## src/mia_pkg.sv

```systemverilog
// Functional notes
// Eleven maskable request sources: four port lines and seven internal.
// The serial buffer empty request skips masks and flags and goes to the cpu.
// The cpu interrupt is high only while a stored flag is set and the global enable is set.
// A flag is set only by a rising edge of its request while its mask bit is one.
// Reset clears all masks and the global enable.
// Reading a flag register returns its contents and then clears all its flags.
// Writing one to a flag bit clears it; writing zero leaves it.
// Software orders servicing and keeps a copy of a flag read with several requests.
// Storing a request depends on its mask and, for peripheral requests, on auto-send, not on the global enable.
// A request during servicing is held and raises the interrupt again afterwards.
// Entering halt sets the global enable automatically.
// While auto-send is high the halt enable is suppressed and peripheral requests are off.
// First flag register holds port lines 0 to 3 in bits 0 to 3, reset zero.
// Second flag register: bit3 1 Hz, bit2 fast tick, bit1 nvm done, bit0 conversion done.
// Third flag register: bit2 supply check, bit1 counter zero, bit0 counter match, bit3 unused.
// Three mask registers mirror the flag layout, reset zero, and gate storing.
// A new qualifying edge in the same cycle as a clear keeps the flag set.
package mia_pkg;

	localparam int ADDR_W = 4;
	localparam int DATA_W = 4;

	// ----------------------------------------------------------------
	// register map
	// ----------------------------------------------------------------
	localparam logic [ADDR_W-1:0] ADDR_FLAGS_PORT_A = 4'h0;
	localparam logic [ADDR_W-1:0] ADDR_FLAGS_TIMEBASE = 4'h1;
	localparam logic [ADDR_W-1:0] ADDR_FLAGS_COUNTER = 4'h2;
	localparam logic [ADDR_W-1:0] ADDR_MASK_PORT_A = 4'h3;
	localparam logic [ADDR_W-1:0] ADDR_MASK_TIMEBASE = 4'h4;
	localparam logic [ADDR_W-1:0] ADDR_MASK_COUNTER = 4'h5;
	localparam logic [ADDR_W-1:0] ADDR_SYS_CONTROL = 4'h6;

	// ----------------------------------------------------------------
	// fields
	// ----------------------------------------------------------------
	localparam int BIT_ONE_HERTZ = 3;
	localparam int BIT_FAST_TICK = 2;
	localparam int BIT_NVM_DONE = 1;
	localparam int BIT_CONV_DONE = 0;
	localparam int BIT_SUPPLY_DONE = 2;
	localparam int BIT_COUNTER_ZERO = 1;
	localparam int BIT_COUNTER_MATCH = 0;
	localparam int BIT_GLOBAL_EN = 0;
	localparam logic [DATA_W-1:0] COUNTER_REG_USED = 4'h7;
	localparam logic [DATA_W-1:0] RESET_VALUE = 4'h0;

endpackage : mia_pkg

```

## src/mia_irq_aggregator.sv

```systemverilog
`timescale 1ns/10ps
module mia_irq_aggregator (
	input wire logic sys_clk,
	input wire logic rst,
	input wire logic [mia_pkg::ADDR_W-1:0] regAddr,
	input wire logic [mia_pkg::DATA_W-1:0] regWrData,
	input wire logic regWrite,
	input wire logic regRead,
	output logic [mia_pkg::DATA_W-1:0] regRdData,
	input wire logic [3:0] inputPortFirst,
	input wire logic oneHertzTick,
	input wire logic fastTick,
	input wire logic nvmWriteDone,
	input wire logic conversionDone,
	input wire logic supplyCheckDone,
	input wire logic counterZero,
	input wire logic counterMatch,
	input wire logic serialBufferEmptyRequest,
	input wire logic serialBufferAutoSend,
	input wire logic haltEntry,
	output logic cpuIrq,
	output logic cpuSerialIrq,
	output logic globalIrqEnable
);
	import mia_pkg::*;

	// ----------------------------------------------------------------
	// request synchronisers and edge detect
	// ----------------------------------------------------------------
	// request vector: [3:0] port lines, [7:4] timebase, [11:8] counter
	logic [11:0] reqAsync;
	logic [11:0] reqMeta;
	logic [11:0] reqSync;
	logic [11:0] reqLast;
	logic [1:0] sbeMeta;
	logic [2:0] haltSync;
	logic [1:0] autoSync;

	assign reqAsync = {1'b0, supplyCheckDone, counterZero, counterMatch,
		oneHertzTick, fastTick, nvmWriteDone, conversionDone,
		inputPortFirst};

	// pins cross in through two flops; only the second is read
	always_ff @(posedge sys_clk or posedge rst) begin
		if (rst) begin
			reqMeta <= 12'h000;
			reqSync <= 12'h000;
			reqLast <= 12'h000;
			sbeMeta <= 2'b00;
			haltSync <= 3'b000;
			autoSync <= 2'b00;
		end else begin
			reqMeta <= reqAsync;
			reqSync <= reqMeta;
			reqLast <= reqSync;
			sbeMeta <= {sbeMeta[0], serialBufferEmptyRequest};
			haltSync <= {haltSync[1:0], haltEntry};
			autoSync <= {autoSync[0], serialBufferAutoSend};
		end
	end

	wire [11:0] reqRise = reqSync & ~reqLast;
	wire haltRise = haltSync[1] & ~haltSync[2];
	wire autoSend = autoSync[1];

	// ----------------------------------------------------------------
	// register decode
	// ----------------------------------------------------------------
	logic [11:0] flags;
	logic [11:0] masks;
	logic globalEn;

	wire selFlagA = regAddr == ADDR_FLAGS_PORT_A;
	wire selFlagB = regAddr == ADDR_FLAGS_TIMEBASE;
	wire selFlagC = regAddr == ADDR_FLAGS_COUNTER;
	wire selMaskA = regAddr == ADDR_MASK_PORT_A;
	wire selMaskB = regAddr == ADDR_MASK_TIMEBASE;
	wire selMaskC = regAddr == ADDR_MASK_COUNTER;
	wire selSys = regAddr == ADDR_SYS_CONTROL;
	wire [11:0] flagSel = {{4{selFlagC}}, {4{selFlagB}}, {4{selFlagA}}};
	wire [11:0] wrOnes = {3{regWrData}};
	wire [11:0] usedBits = {COUNTER_REG_USED, 4'hf, 4'hf};

	// clear-on-read wipes the whole addressed register
	wire [11:0] readClear = regRead ? flagSel : 12'h000;
	wire [11:0] writeClear = regWrite ? (flagSel & wrOnes) : 12'h000;
	// auto-send shuts peripheral requests out; port lines stay live
	wire [11:0] sourceGate = autoSend ? 12'h00f : 12'hfff;
	// set wins over clear so a coincident edge is kept
	wire [11:0] setMask = reqRise & masks & sourceGate & usedBits;
	wire [11:0] next_flags = (flags & ~(readClear | writeClear))
		| setMask;

	wire [11:0] next_masks = regWrite ? {
		selMaskC ? (regWrData & COUNTER_REG_USED) : masks[11:8],
		selMaskB ? regWrData : masks[7:4],
		selMaskA ? regWrData : masks[3:0]} : masks;

	// halt turns the enable on, unless auto-send holds it off
	wire haltSet = haltRise & ~autoSend;
	wire next_globalEn = haltSet ? 1'b1 :
		(regWrite && selSys) ? regWrData[BIT_GLOBAL_EN] : globalEn;

	wire [DATA_W-1:0] sysRead = {3'b000, globalEn};
	wire [DATA_W-1:0] next_rd =
		selFlagA ? flags[3:0] :
		selFlagB ? flags[7:4] :
		selFlagC ? flags[11:8] :
		selMaskA ? masks[3:0] :
		selMaskB ? masks[7:4] :
		selMaskC ? masks[11:8] :
		selSys ? sysRead : RESET_VALUE;

	// ----------------------------------------------------------------
	// state
	// ----------------------------------------------------------------
	always_ff @(posedge sys_clk or posedge rst) begin
		if (rst) begin
			flags <= 12'h000;
			masks <= 12'h000;
			globalEn <= 1'b0;
			regRdData <= RESET_VALUE;
		end else begin
			flags <= next_flags;
			masks <= next_masks;
			globalEn <= next_globalEn;
			regRdData <= regRead ? next_rd : RESET_VALUE;
		end
	end

	// ----------------------------------------------------------------
	// cpu outputs
	// ----------------------------------------------------------------
	// no priority between flags: software sorts it out
	assign cpuIrq = (|flags) & globalEn & ~autoSend;
	assign cpuSerialIrq = sbeMeta[1];
	assign globalIrqEnable = globalEn;

endmodule : mia_irq_aggregator

```

## config.mk

```make
export PLATFORM = sky130hd
export DESIGN_NAME = mia_irq_aggregator
export DESIGN_NICKNAME = d
export VERILOG_FILES = /design/src/mia_pkg.sv /design/src/mia_irq_aggregator.sv
export SDC_FILE = /design/constraint.sdc
export NUM_CORES = 1
export LEC_CHECK = 0
export BUFFER_PORTS_ARGS = -buffer_cell sky130_fd_sc_hd__buf_2
export CORE_ASPECT_RATIO = 1.5
export CORE_MARGIN = 10
export CORE_UTILIZATION = 45
export CTS_CLUSTER_SIZE = 8
export DETAILED_ROUTE_END_ITERATION = 8
export PLACE_DENSITY = 0.67
export SETUP_SLACK_MARGIN = 0.02
export SYNTH_ARGS = -nofsm -noshare
export SYNTH_HDL_FRONTEND = slang
export SYNTH_SLANG_ARGS = --single-unit
```

## constraint.sdc

```tcl
create_clock -name sys_clk -period 2.3 [get_ports sys_clk]
set_input_delay 0.575 -clock sys_clk [delete_from_list [all_inputs] [get_ports sys_clk]]
set_output_delay 0.575 -clock sys_clk [all_outputs]
set_load 0.03 [all_outputs]
```

==> metrics.txt, run 1 <==
# TYPE chip_impl_metric gauge
chip_impl_metric{name="starting_density_of_the_core",unit="%"} 45.6
chip_impl_metric{name="drt-total-wl",unit="mm"} 4.89
chip_impl_metric{name="cts_max_level",unit=""} 3
chip_impl_metric{name="ys_ff_latch",unit=""} 68
chip_impl_metric{name="max_cap_violations",unit=""} 0
chip_impl_metric{name="synth.yosys.seq_area_share",unit="%"} 69.0
chip_impl_info{name="yosys.area.top_type",value="dfrtp_1"} 1
chip_impl_info{name="crit_path_cell_trace",value="nor4_1 -> a311oi_1 -> buf_2"} 1
chip_impl_metric{name="post-route-cell-area",unit="um^2"} 2960
chip_impl_metric{name="finalSetupViolCount",unit=""} 0
chip_impl_metric{name="finalWeightedCongestion",unit=""} 0.899
chip_impl_metric{name="final_worst_path_period_share",unit="%"} 90.2
chip_impl_metric{name="fp.dieArea",unit="um^2"} 8900
chip_impl_metric{name="max_slew_margin",unit="%"} 70.3
chip_impl_info{name="min_path_type",value="primary input to async pin"} 1
chip_impl_metric{name="maximum_number_of_pins_on_one_net_before_global_route_repair",unit=""} 69
chip_impl_info{name="outcome",value="finished, final reports clean"} 1
chip_impl_metric{name="clk_transition_reported_paths",unit="ps"} 70
chip_impl_metric{name="boundaryPins",unit=""} 33
chip_impl_metric{name="grt_overflow",unit=""} 0
chip_impl_metric{name="grt.total_usage",unit="%"} 11.9
chip_impl_metric{name="standby_leakage_power",unit="nW"} 1.32
chip_impl_info{name="mostFrequentLayoutCell",value="dfrtp_1"} 1
chip_impl_metric{name="ctsLongestPathBuffers",unit=""} 2
chip_impl_metric{name="timing.final.max_slew_violations",unit=""} 0
chip_impl_metric{name="synth_top_cell_area_share",unit="%"} 69.0
chip_impl_metric{name="via_count_of_the_first_global_routing_pass",unit=""} 1630
chip_impl_metric{name="cts_buf_count",unit=""} 9
chip_impl_metric{name="setup_tns",unit="ps"} 0
chip_impl_metric{name="detailedRoute.firstIterationViolations",unit=""} 135
chip_impl_metric{name="combined_area_of_the_multi_input_logic_cells",unit="um^2"} 701
chip_impl_metric{name="floorplan.die.height",unit="um"} 111
chip_impl_metric{name="postRouteAntennaNets",unit=""} 0
chip_impl_metric{name="critical_path.max_stage_delay",unit="ps"} 410
chip_impl_info{name="timing.setup.critical_path_class",value="flip-flop to primary output"} 1
chip_impl_metric{name="timing.critical_path.arrival",unit="ps"} 1500
chip_impl_metric{name="crit_path_max_fanout",unit=""} 3
chip_impl_info{name="setup.worst_path.end_class",value="primary output"} 1
chip_impl_metric{name="post_synth.cell_area_avg",unit="um^2"} 13.9
chip_impl_metric{name="postCtsSetupBuffers",unit=""} 0
chip_impl_metric{name="die-width",unit="um"} 80.4
chip_impl_metric{name="cts_sinks",unit=""} 68
chip_impl_metric{name="fin_crit_period",unit="ps"} 2070
chip_impl_metric{name="finalHoldViolations",unit=""} 0
chip_impl_info{name="kind_of_start_point_of_the_critical_path",value="flip-flop"} 1
chip_impl_metric{name="yosys.cell_types.count",unit=""} 35
chip_impl_metric{name="cts_repair_resized_insts",unit=""} 0
chip_impl_info{name="synth.area.top_cells",value="dfrtp_1 (69%), mux2_1 (4.6%), nand2_1 (2.7%), o21ai_1 (2.0%), mux2_2 (1.8%)"} 1
chip_impl_metric{name="syn_nets",unit=""} 203
chip_impl_metric{name="io_buffers",unit=""} 32
chip_impl_metric{name="final-seq-area",unit="um^2"} 1700
chip_impl_metric{name="grt_antenna_before_repair",unit=""} 0
chip_impl_metric{name="routed_wire_length_per_instance",unit="um"} 16.7
chip_impl_metric{name="place_hpwl",unit="mm"} 3.53
chip_impl_metric{name="core_region_area",unit="um^2"} 5410
chip_impl_metric{name="first_pass_iters",unit=""} 4
chip_impl_metric{name="critical_path_buf_inv_count",unit=""} 1
chip_impl_metric{name="dp_worst_setup_slack",unit="ps"} 427
chip_impl_metric{name="power-per-cell-area",unit="nW/um^2"} 985
chip_impl_metric{name="detail_route.drc_violations",unit=""} 0
chip_impl_info{name="clock-root-buffer",value="clkbuf_8"} 1
chip_impl_metric{name="antenna-diode-count",unit=""} 0
chip_impl_metric{name="final.setup.worst_slack",unit="ps"} 225
chip_impl_metric{name="routed_via_density",unit=""} 5.20
chip_impl_metric{name="p_total",unit="mW"} 2.91
chip_impl_info{name="path_delay_family",value="simple AND/OR/NAND/NOR gates"} 1
chip_impl_metric{name="fin_nets",unit=""} 243
chip_impl_info{name="crit_path_top_delay_cell",value="nor4_1"} 1
chip_impl_metric{name="routed-via-count",unit=""} 1518
chip_impl_info{name="dominantRegCellSynth",value="dfrtp_1"} 1
chip_impl_metric{name="areaGrowthSynthToFinish",unit="%"} 19.9
chip_impl_metric{name="timing.critical_path.required",unit="ps"} 1730
chip_impl_metric{name="ys_async_sr_fraction",unit="%"} 100
chip_impl_info{name="mostFrequentLayoutCells",value="dfrtp_1 (68), buf_2 (32), nand2_1 (18)"} 1
chip_impl_metric{name="post_synth_inst_count",unit=""} 177
chip_impl_metric{name="syn_warnings",unit=""} 0
chip_impl_metric{name="clock_skew",unit="ps"} 8.28
chip_impl_metric{name="ctsHoldBuffers",unit=""} 0
chip_impl_metric{name="synth-edff-count",unit=""} 0
chip_impl_metric{name="fraction_of_final_layout_cells_with_drive_strength_greater_than_1",unit="%"} 27.5
chip_impl_metric{name="tightest_slew",unit="ps"} 434
chip_impl_metric{name="fillerInstances",unit=""} 473
chip_impl_metric{name="floorplan.rows",unit=""} 33
chip_impl_metric{name="utilization",unit="%"} 54.7
chip_impl_info{name="clock_tree_from_tritoncts",value="built"} 1
chip_impl_metric{name="grt_pass1_wl",unit="mm"} 8.16
chip_impl_info{name="unrepaired_setup_endpoints_after_global_routing",value="false"} 1
chip_impl_metric{name="syn-cell-area",unit="um^2"} 2460
chip_impl_metric{name="peakVddDrop",unit="mV"} 0.483
chip_impl_metric{name="placed_area",unit="um^2"} 2710
chip_impl_metric{name="clk-insertion-delay-late",unit="ps"} 330
chip_impl_metric{name="fmaxAchievable",unit="MHz"} 482
final cells by class:
class / count / share of cell area [%]
sequential: 68 / 57.6
multi-input combinational: 98 / 23.7
timing repair buffer: 35 / 6.60
clock buffer: 10 / 4.66
clock inverter: 6 / 3.77
tap: 70 / 2.96
inverter: 5 / 0.762
worst reg2reg max path, cell delays in order, from the launching register on:
cell	delay (ps)
dfrtp_1	410
buf_4	170
or4bb_1	490
nand2_1	60
registers in the layout (all words and copies together) (netlist names), 3 cells and up:
signal	flops
flags	12
masks	11
reqLast	11
reqMeta	11
reqSync	11
regRdData	4
haltSync	3
synthesized netlist by cell type, types with 3 or more instances:
library cell   n
inv_1          5
nand4bb_1      4
o21ai_0        7
o21ai_1       10
nor4_1         3
nand2_1       18
dfrtp_1       68
nor2_1         5
nand3b_1       4
mux2_1        10
a21oi_1        6
a22oi_1        3
mux2_2         4
where the power goes:
group	internal, mW	leakage [nW]	switching [mW]
clock network	0.749	0.122	0.435
logic	0.126	0.399	0.154
registers	1.34	0.803	0.105
cells by family (layout without fill, tap and decap cells):
group,Yosys count,after routing,synth area share (%)
AND/OR/NAND/NOR,47,47,12.7
flip-flops,68,68,69.0
AO/OA/AOI/OAI,35,35,8.53
buffers and inverters,11,56,2.54
multiplexers,16,16,7.21
worst paths after layout:
kind	start	to	slack, ps	cells past startpoint
setup / recovery	flags[6]	cpuIrq	230	3
hold / removal	rst	reqLast[10]	330	3
setup reg to reg	autoSync[1]	flags[8]	1110	3
hold reg to reg	reqMeta[5]	reqSync[5]	350	0
max in group asynchronous	rst	reqLast[3]	1700	3
min in group sys_clk	inputPortFirst[1]	reqMeta[1]	340	1
metrics by stage:
step	instances	hold WS, ps
after CTS	292	316
after floorplan	177	331
after global placement	276	331
after detailed placement	276	335
after global routing	292	315
final	292	326
metal layers:
metal	up-vias	global-route usage, %	routed length [um]
li1	712	-	-
met1	749	13.5	1950
met2	47	18.6	2560
met3	10	4.46	268
met4	0	6.49	101
met5	-	0	0
No activity file was read; power rests on OpenSTA's default activity.
==> run 2, diff against run 1 <==
--- a/config.mk
+++ b/config.mk
@@ -5,6 +5,7 @@
 export SDC_FILE = /design/constraint.sdc
 export NUM_CORES = 1
 export LEC_CHECK = 0
+export ABC_AREA = 1
 export BUFFER_PORTS_ARGS = -buffer_cell sky130_fd_sc_hd__buf_2
 export CORE_ASPECT_RATIO = 1.5
 export CORE_MARGIN = 10
==> run 2 against run 1 <==
Compared with the run above: sequential power is essentially flat; register-to-register slack gained 260 ps; area after synthesis shrank 0.71%; die area shrank 0.56%; flip-flop and latch count is the same; critical path depth grew 2; setup slack gained 89 ps; worst hold slack gained 2.7 ps; clock skew shrank 1.4 ps; routed wire length grew 5.3%; non-clock buffer count shrank 1; critical path type unchanged; largest power group unchanged.
==> metrics.txt, run 2 <==
# TYPE chip_impl_metric gauge
chip_impl_info{name="outcome",value="finished, final reports clean"} 1
chip_impl_metric{name="power-per-cell-area",unit="nW/um^2"} 916
chip_impl_metric{name="cts_max_level",unit=""} 3
chip_impl_info{name="clock-root-buffer",value="clkbuf_8"} 1
chip_impl_metric{name="fraction_of_final_layout_cells_with_drive_strength_greater_than_1",unit="%"} 23.2
chip_impl_metric{name="yosys.cell_types.count",unit=""} 22
chip_impl_metric{name="postRouteAntennaNets",unit=""} 0
chip_impl_metric{name="grt.total_usage",unit="%"} 12.7
chip_impl_metric{name="ctsLongestPathBuffers",unit=""} 2
chip_impl_info{name="largest_reg_by_ff_count",value="flags"} 1
chip_impl_metric{name="postCtsSetupBuffers",unit=""} 0
chip_impl_metric{name="final_worst_path_period_share",unit="%"} 86.3
chip_impl_metric{name="cts_buf_count",unit=""} 9
chip_impl_metric{name="cts_sinks",unit=""} 68
chip_impl_info{name="yosys.area.top_type",value="dfrtp_1"} 1
chip_impl_metric{name="floorplan.die.height",unit="um"} 110
chip_impl_metric{name="ctsHoldBuffers",unit=""} 0
chip_impl_metric{name="post_synth.cell_area_avg",unit="um^2"} 11.1
chip_impl_info{name="mostFrequentLayoutCell",value="dfrtp_1"} 1
chip_impl_metric{name="final_hold_slack",unit="ps"} 328
chip_impl_metric{name="tightest_slew",unit="ps"} 342
chip_impl_metric{name="final_cells",unit=""} 335
chip_impl_info{name="mostFrequentLayoutCells",value="dfrtp_1 (68), nand2_1 (37), buf_2 (32)"} 1
chip_impl_metric{name="io_buffers",unit=""} 32
chip_impl_metric{name="crit_path_max_fanout",unit=""} 3
chip_impl_metric{name="die-width",unit="um"} 80.2
chip_impl_metric{name="finalWeightedCongestion",unit=""} 0.913
chip_impl_metric{name="max_ffs_per_register",unit=""} 12
chip_impl_metric{name="max_cap_violations",unit=""} 0
chip_impl_info{name="post_synth_most_frequent_cells",value="dfrtp_1 (68), nand2_1 (37), o21ai_0 (23)"} 1
chip_impl_metric{name="areaGrowthSynthToFinish",unit="%"} 18.8
chip_impl_metric{name="syn_warnings",unit=""} 0
chip_impl_metric{name="boundaryPins",unit=""} 33
chip_impl_metric{name="setup_tns",unit="ps"} 0
chip_impl_metric{name="fmaxAchievable",unit="MHz"} 504
chip_impl_metric{name="gr-usage-met1",unit="%"} 14.3
chip_impl_metric{name="syn-cell-area",unit="um^2"} 2450
chip_impl_metric{name="antenna-diode-count",unit=""} 0
chip_impl_metric{name="syn_nets",unit=""} 247
chip_impl_metric{name="starting_density_of_the_core",unit="%"} 47.0
chip_impl_info{name="crit-reg2reg-capture",value="regRdData[3]"} 1
chip_impl_metric{name="place_hpwl",unit="mm"} 3.69
chip_impl_metric{name="routed_via_density",unit=""} 5.03
chip_impl_metric{name="finalHoldViolations",unit=""} 0
chip_impl_metric{name="ys_async_sr_fraction",unit="%"} 100
chip_impl_info{name="yosys.cell_count.top_type",value="dfrtp_1"} 1
chip_impl_metric{name="grt_pass1_wl",unit="mm"} 8.50
chip_impl_info{name="critical_path.endpoint",value="cpuIrq"} 1
chip_impl_metric{name="rr_worst_depth",unit=""} 4
chip_impl_info{name="clock_tree_from_tritoncts",value="built"} 1
chip_impl_metric{name="timing.final.max_slew_violations",unit=""} 0
chip_impl_metric{name="timing.critical_path.required",unit="ps"} 1730
chip_impl_metric{name="fin_nets",unit=""} 290
chip_impl_info{name="unrepaired_setup_endpoints_after_global_routing",value="false"} 1
chip_impl_metric{name="gr-usage-met2",unit="%"} 20.5
chip_impl_metric{name="grt_antenna_before_repair",unit=""} 0
chip_impl_metric{name="standby_leakage_power",unit="nW"} 1.40
chip_impl_metric{name="grt_util_met3",unit="%"} 4.54
chip_impl_metric{name="cts_repair_resized_insts",unit=""} 0
chip_impl_metric{name="core_region_area",unit="um^2"} 5200
chip_impl_metric{name="drt-total-wl",unit="mm"} 5.15
chip_impl_info{name="timing.setup.critical_path_class",value="flip-flop to primary output"} 1
chip_impl_metric{name="r2r_setup_slack",unit="ps"} 1370
chip_impl_info{name="setup.worst_path.end_class",value="primary output"} 1
chip_impl_metric{name="clk-insertion-delay-late",unit="ps"} 330
chip_impl_info{name="dominantRegCellSynth",value="dfrtp_1"} 1
chip_impl_metric{name="max_slew_margin",unit="%"} 77.2
chip_impl_info{name="setup.worst_path.start",value="flags[0]"} 1
chip_impl_metric{name="clock_skew",unit="ps"} 6.85
chip_impl_metric{name="routed_wire_length_per_instance",unit="um"} 15.4
chip_impl_metric{name="routed-via-count",unit=""} 1685
chip_impl_info{name="peak_usage_layer_in_the_global_routing_report",value="met2"} 1
chip_impl_metric{name="fp.dieArea",unit="um^2"} 8850
chip_impl_info{name="synth.area.top_cells",value="dfrtp_1 (70%), nand2_1 (5.7%), o21ai_0 (4.7%), nand3_1 (3.7%), nor2_1 (2.8%)"} 1
chip_impl_metric{name="synth.yosys.seq_area_share",unit="%"} 69.5
chip_impl_info{name="min_path_type",value="primary input to async pin"} 1
chip_impl_metric{name="synth_top_cell_area_share",unit="%"} 69.5
chip_impl_metric{name="timing.critical_path.arrival",unit="ps"} 1410
chip_impl_metric{name="placedCellCount",unit=""} 321
chip_impl_metric{name="first_pass_iters",unit=""} 4
chip_impl_metric{name="floorplan.rows",unit=""} 32
chip_impl_metric{name="via_count_of_the_first_global_routing_pass",unit=""} 1745
chip_impl_metric{name="finalSetupViolCount",unit=""} 0
chip_impl_metric{name="detail_route.drc_violations",unit=""} 0
chip_impl_info{name="critical_path.reg2reg.startpoint",value="masks[3]"} 1
chip_impl_metric{name="clk_transition_reported_paths",unit="ps"} 70
chip_impl_metric{name="fin_crit_period",unit="ps"} 1990
chip_impl_metric{name="maximum_number_of_pins_on_one_net_before_global_route_repair",unit=""} 69
chip_impl_metric{name="ys_ff_latch",unit=""} 68
chip_impl_metric{name="grt_overflow",unit=""} 0
chip_impl_metric{name="detailedRoute.firstIterationViolations",unit=""} 169
chip_impl_metric{name="peakVddDrop",unit="mV"} 0.484
chip_impl_metric{name="post_synth_inst_count",unit=""} 221
chip_impl_metric{name="synth-edff-count",unit=""} 0
chip_impl_info{name="kind_of_start_point_of_the_critical_path",value="flip-flop"} 1
[run 2: changes by cell type in the layout (fill, tap and decap cells not counted), moves of 3 or more]
cell	change
a22oi_1	-3
nand4_1	+3
inv_1	+8
o21ai_1	-3
inv_2	+4
nand3_1	+18
mux2_1	-10
mux2_2	-4
o21ai_0	+16
nand2_1	+19
nor2_1	+13
nand2_2	+4
a21oi_1	+5
nand4bb_1	-4
[run 2: cells by family after synthesis]
kind of cell	count (synthesis)	synth area share [%]
AO/OA/AOI/OAI	44	9.30
buffers and inverters	19	2.91
flip-flops	68	69.5
AND/OR/NAND/NOR	90	18.3
[run 2: worst min path at each step]
stage                       startpoint     endpoint  slack (ps)  cells after the start
after floorplan            autoSync[0]  autoSync[1]         330                      0
after detailed placement    reqMeta[6]   reqSync[6]         330                      0
after CTS                          rst     flags[9]         330                      3
after global routing      oneHertzTick   reqMeta[7]         320                      1
after global placement      reqMeta[9]   reqSync[9]         330                      0
final                              rst   reqSync[6]         330                      3
[run 2: final cells by class]
| class | count | area [um^2] |
|---|---|---|
| clock inverters | 2 | 35.0 |
| repair buffers | 34 | 188 |
| multi-input cells | 134 | 674 |
| clock buffers | 12 | 155 |
| well taps | 68 | 85.1 |
| inverters | 17 | 67.6 |
| fillers | 477 | 2300 |
| flip-flops and latches | 68 | 1700 |
[run 2: worst max-delay path, stage by stage, from the launching register on]
cell,delay [ps]
dfrtp_1,400
nor2_1,130
nand2_1,70
nor3_1,150
a31oi_1,120
buf_2,200
[run 2: through the flow]
step	util, %	total power [mW]	area, um^2	worst slack (ps)
floorplan	-	1.61	2450	581
global placement	52.2	1.73	2720	646
detailed placement	52.2	1.74	2720	666
CTS	55.8	2.70	2910	302
global route	55.8	2.80	2910	238
finish	55.8	2.66	2910	315
[run 2: routing by layer]
layer | wire length (um) | up-vias
li1 | - | 813
met1 | 2090 | 808
met2 | 2590 | 50
met3 | 304 | 14
met4 | 166 | 0
met5 | 0 | -
[run 2: report_power, final]
part	internal, mW	total (mW)	switching, mW	leakage, nW
combinational	0.0969	0.270	0.173	0.496
sequential	1.34	1.45	0.109	0.810
clock	0.546	0.940	0.394	0.0983
==> run 3, diff against run 2 <==
--- a/config.mk
+++ b/config.mk
@@ -12,7 +12,7 @@
 export CORE_UTILIZATION = 45
 export CTS_CLUSTER_SIZE = 8
 export DETAILED_ROUTE_END_ITERATION = 8
-export PLACE_DENSITY = 0.67
+export PLACE_DENSITY_LB_ADDON = 0.25
 export SETUP_SLACK_MARGIN = 0.02
 export SYNTH_ARGS = -nofsm -noshare
 export SYNTH_HDL_FRONTEND = slang
==> run 3 against run 2 <==
Compared with the run above: worst hold slack worse by 1.2 ps; critical endpoint unchanged; critical path type unchanged; largest cell class unchanged; routed wire length is 0.31% lower; utilization fell by 0.19 points; combinational power about the same; sequential power is essentially flat; highest routed layer unchanged; die area is the same; total power down 2.5%.
==> metrics.txt, run 3 (same netlist as run 2, synthesis figures left out) <==
# TYPE chip_impl_metric gauge
chip_impl_metric{name="cts_max_level",unit=""} 3
chip_impl_metric{name="grt.total_usage",unit="%"} 12.8
chip_impl_metric{name="floorplan.rows",unit=""} 32
chip_impl_metric{name="fraction_of_final_layout_cells_with_drive_strength_greater_than_1",unit="%"} 23.4
chip_impl_info{name="mostFrequentLayoutCells",value="dfrtp_1 (68), nand2_1 (37), buf_2 (32)"} 1
chip_impl_info{name="clock_tree_from_tritoncts",value="built"} 1
chip_impl_metric{name="utilization",unit="%"} 55.6
chip_impl_info{name="clock-root-buffer",value="clkbuf_8"} 1
chip_impl_metric{name="finalWeightedCongestion",unit=""} 0.917
chip_impl_info{name="largest_reg_by_ff_count",value="flags"} 1
chip_impl_info{name="critical_path.reg2reg.startpoint",value="masks[3]"} 1
chip_impl_metric{name="drt-total-wl",unit="mm"} 5.13
chip_impl_metric{name="fillerInstances",unit=""} 491
chip_impl_metric{name="boundaryPins",unit=""} 33
chip_impl_metric{name="ctsLongestPathBuffers",unit=""} 2
chip_impl_metric{name="postRouteAntennaNets",unit=""} 0
chip_impl_metric{name="io_buffers",unit=""} 32
chip_impl_metric{name="cts_repair_resized_insts",unit=""} 0
chip_impl_metric{name="fp.dieArea",unit="um^2"} 8850
chip_impl_metric{name="peakVddDrop",unit="mV"} 0.507
chip_impl_metric{name="power.switching_fraction",unit="%"} 27.2
chip_impl_info{name="crit_path_top_delay_cell",value="dfrtp_1"} 1
chip_impl_metric{name="internal_power",unit="mW"} 1.89
chip_impl_info{name="crit_path_cell_trace",value="nor4_1 -> a31oi_1 -> buf_2"} 1
chip_impl_metric{name="cts_buf_count",unit=""} 9
chip_impl_metric{name="tightest_slew",unit="ps"} 343
chip_impl_metric{name="grt_pass1_wl",unit="mm"} 8.56
chip_impl_metric{name="areaGrowthSynthToFinish",unit="%"} 18.4
chip_impl_metric{name="place_hpwl",unit="mm"} 3.74
chip_impl_metric{name="timing.critical_path.required",unit="ps"} 1730
chip_impl_metric{name="fin_crit_period",unit="ps"} 2060
chip_impl_metric{name="power-per-cell-area",unit="nW/um^2"} 896
chip_impl_metric{name="max_cap_violations",unit=""} 0
chip_impl_metric{name="routed_wire_length_per_instance",unit="um"} 15.2
chip_impl_metric{name="fin_nets",unit=""} 290
chip_impl_metric{name="final-seq-area",unit="um^2"} 1700
chip_impl_metric{name="antenna-diode-count",unit=""} 0
chip_impl_info{name="mostFrequentLayoutCell",value="dfrtp_1"} 1
chip_impl_metric{name="grt_overflow",unit=""} 0
chip_impl_info{name="outcome",value="finished, final reports clean"} 1
chip_impl_metric{name="seq_power_share",unit="%"} 56.0
chip_impl_metric{name="maximum_number_of_pins_on_one_net_before_global_route_repair",unit=""} 69
chip_impl_metric{name="critical_path.max_stage_delay",unit="ps"} 430
chip_impl_metric{name="timing.final.max_slew_violations",unit=""} 0
chip_impl_metric{name="critical_path_buf_inv_count",unit=""} 1
chip_impl_metric{name="finalSetupViolCount",unit=""} 0
chip_impl_metric{name="detailedRoute.firstIterationViolations",unit=""} 189
chip_impl_info{name="setup.worst_path.start",value="flags[8]"} 1
chip_impl_metric{name="finalHoldViolations",unit=""} 0
chip_impl_metric{name="clk-insertion-delay-late",unit="ps"} 340
chip_impl_metric{name="clk_transition_reported_paths",unit="ps"} 70
chip_impl_metric{name="via_count_of_the_first_global_routing_pass",unit=""} 1787
chip_impl_metric{name="grt_antenna_before_repair",unit=""} 0
chip_impl_metric{name="detail_route.drc_violations",unit=""} 0
chip_impl_metric{name="floorplan.die.height",unit="um"} 110
chip_impl_metric{name="setup_tns",unit="ps"} 0
chip_impl_metric{name="combined_area_of_the_multi_input_logic_cells",unit="um^2"} 674
chip_impl_metric{name="first_pass_iters",unit=""} 4
chip_impl_metric{name="die-width",unit="um"} 80.2
chip_impl_info{name="setup.worst_path.end_class",value="primary output"} 1
chip_impl_info{name="path_delay_family",value="flip-flops"} 1
chip_impl_metric{name="postCtsSetupBuffers",unit=""} 0
chip_impl_metric{name="pwr-share-clk",unit="%"} 33.6
chip_impl_metric{name="timing.critical_path.arrival",unit="ps"} 1490
chip_impl_metric{name="crit_path_max_fanout",unit=""} 3
chip_impl_info{name="timing.setup.critical_path_class",value="flip-flop to primary output"} 1
chip_impl_metric{name="net-switching-power",unit="mW"} 0.705
chip_impl_metric{name="routed_via_density",unit=""} 5.08
chip_impl_metric{name="clock_skew",unit="ps"} 9.14
chip_impl_metric{name="routed-via-count",unit=""} 1713
chip_impl_metric{name="cts_sinks",unit=""} 68
chip_impl_info{name="unrepaired_setup_endpoints_after_global_routing",value="false"} 1
chip_impl_metric{name="ctsHoldBuffers",unit=""} 0
chip_impl_metric{name="final_worst_path_period_share",unit="%"} 89.7
chip_impl_metric{name="core_region_area",unit="um^2"} 5200
chip_impl_metric{name="standby_leakage_power",unit="nW"} 1.40
chip_impl_metric{name="p_comb_share",unit="%"} 10.4
chip_impl_metric{name="max_slew_margin",unit="%"} 77.1
chip_impl_info{name="min_path_type",value="primary input to async pin"} 1
chip_impl_metric{name="max_ffs_per_register",unit=""} 12
chip_impl_info{name="kind_of_start_point_of_the_critical_path",value="flip-flop"} 1
chip_impl_metric{name="fmaxAchievable",unit="MHz"} 485
chip_impl_metric{name="starting_density_of_the_core",unit="%"} 47.0
[run 3: path summary, 6_finish.rpt]
kind,end,slack (ps),depth (start not counted)
min in group sys_clk,reqMeta[3],340,1
hold / removal,flags[8],330,3
setup / recovery,cpuIrq,240,3
max in group asynchronous,reqMeta[6],1710,3
setup reg to reg,regRdData[3],1360,4
hold reg to reg,haltSync[1],340,0
[run 3: power by group through the flow]
stage | Combinational (mW) | Clock (mW) | Sequential [mW]
after floorplan | 0.168 | 0 | 1.44
after global placement | 0.265 | 0 | 1.47
after detailed placement | 0.273 | 0 | 1.47
after CTS | 0.274 | 0.899 | 1.45
after global routing | 0.313 | 0.950 | 1.47
final | 0.270 | 0.871 | 1.45
[run 3: worst reg2reg max path, stage by stage (launching register included)]
cell and delay [ps]:
dfrtp_1 420, o211ai_1 210, nand2_1 70, nand2_1 80, a21oi_2 50
[run 3: metrics by stage]
| step | power [mW] | hold slack [ps] | area, um^2 | cells | worst slack (ps) |
|---|---|---|---|---|---|
| after global placement | 1.74 | 332 | 2720 | 321 | 607 |
| after floorplan | 1.61 | 331 | 2450 | 221 | 581 |
| after detailed placement | 1.75 | 336 | 2720 | 321 | 614 |
| final | 2.59 | 327 | 2900 | 337 | 237 |
| after CTS | 2.62 | 325 | 2900 | 337 | 241 |
| after global routing | 2.73 | 320 | 2900 | 337 | 190 |
[run 3: cell type report]
type	count	area share (%)
clock buffers	13	5.49
repair buffers	34	6.48
clock inverters	3	0.734
well taps	68	2.94
multi-input cells	134	23.3
flip-flops and latches	68	58.7
inverters	17	2.33
[run 3: metal layers]
| layer | vias to the layer above | part of all wire (%) | global-route usage, % |
|---|---|---|---|
| met2 | 67 | 49 | 20.5 |
| met1 | 810 | 40 | 14.5 |
| met5 | - | 0 | 0 |
| met3 | 19 | 7.5 | 4.62 |
| met4 | 0 | 3.6 | 7.07 |
| li1 | 817 | - | - |
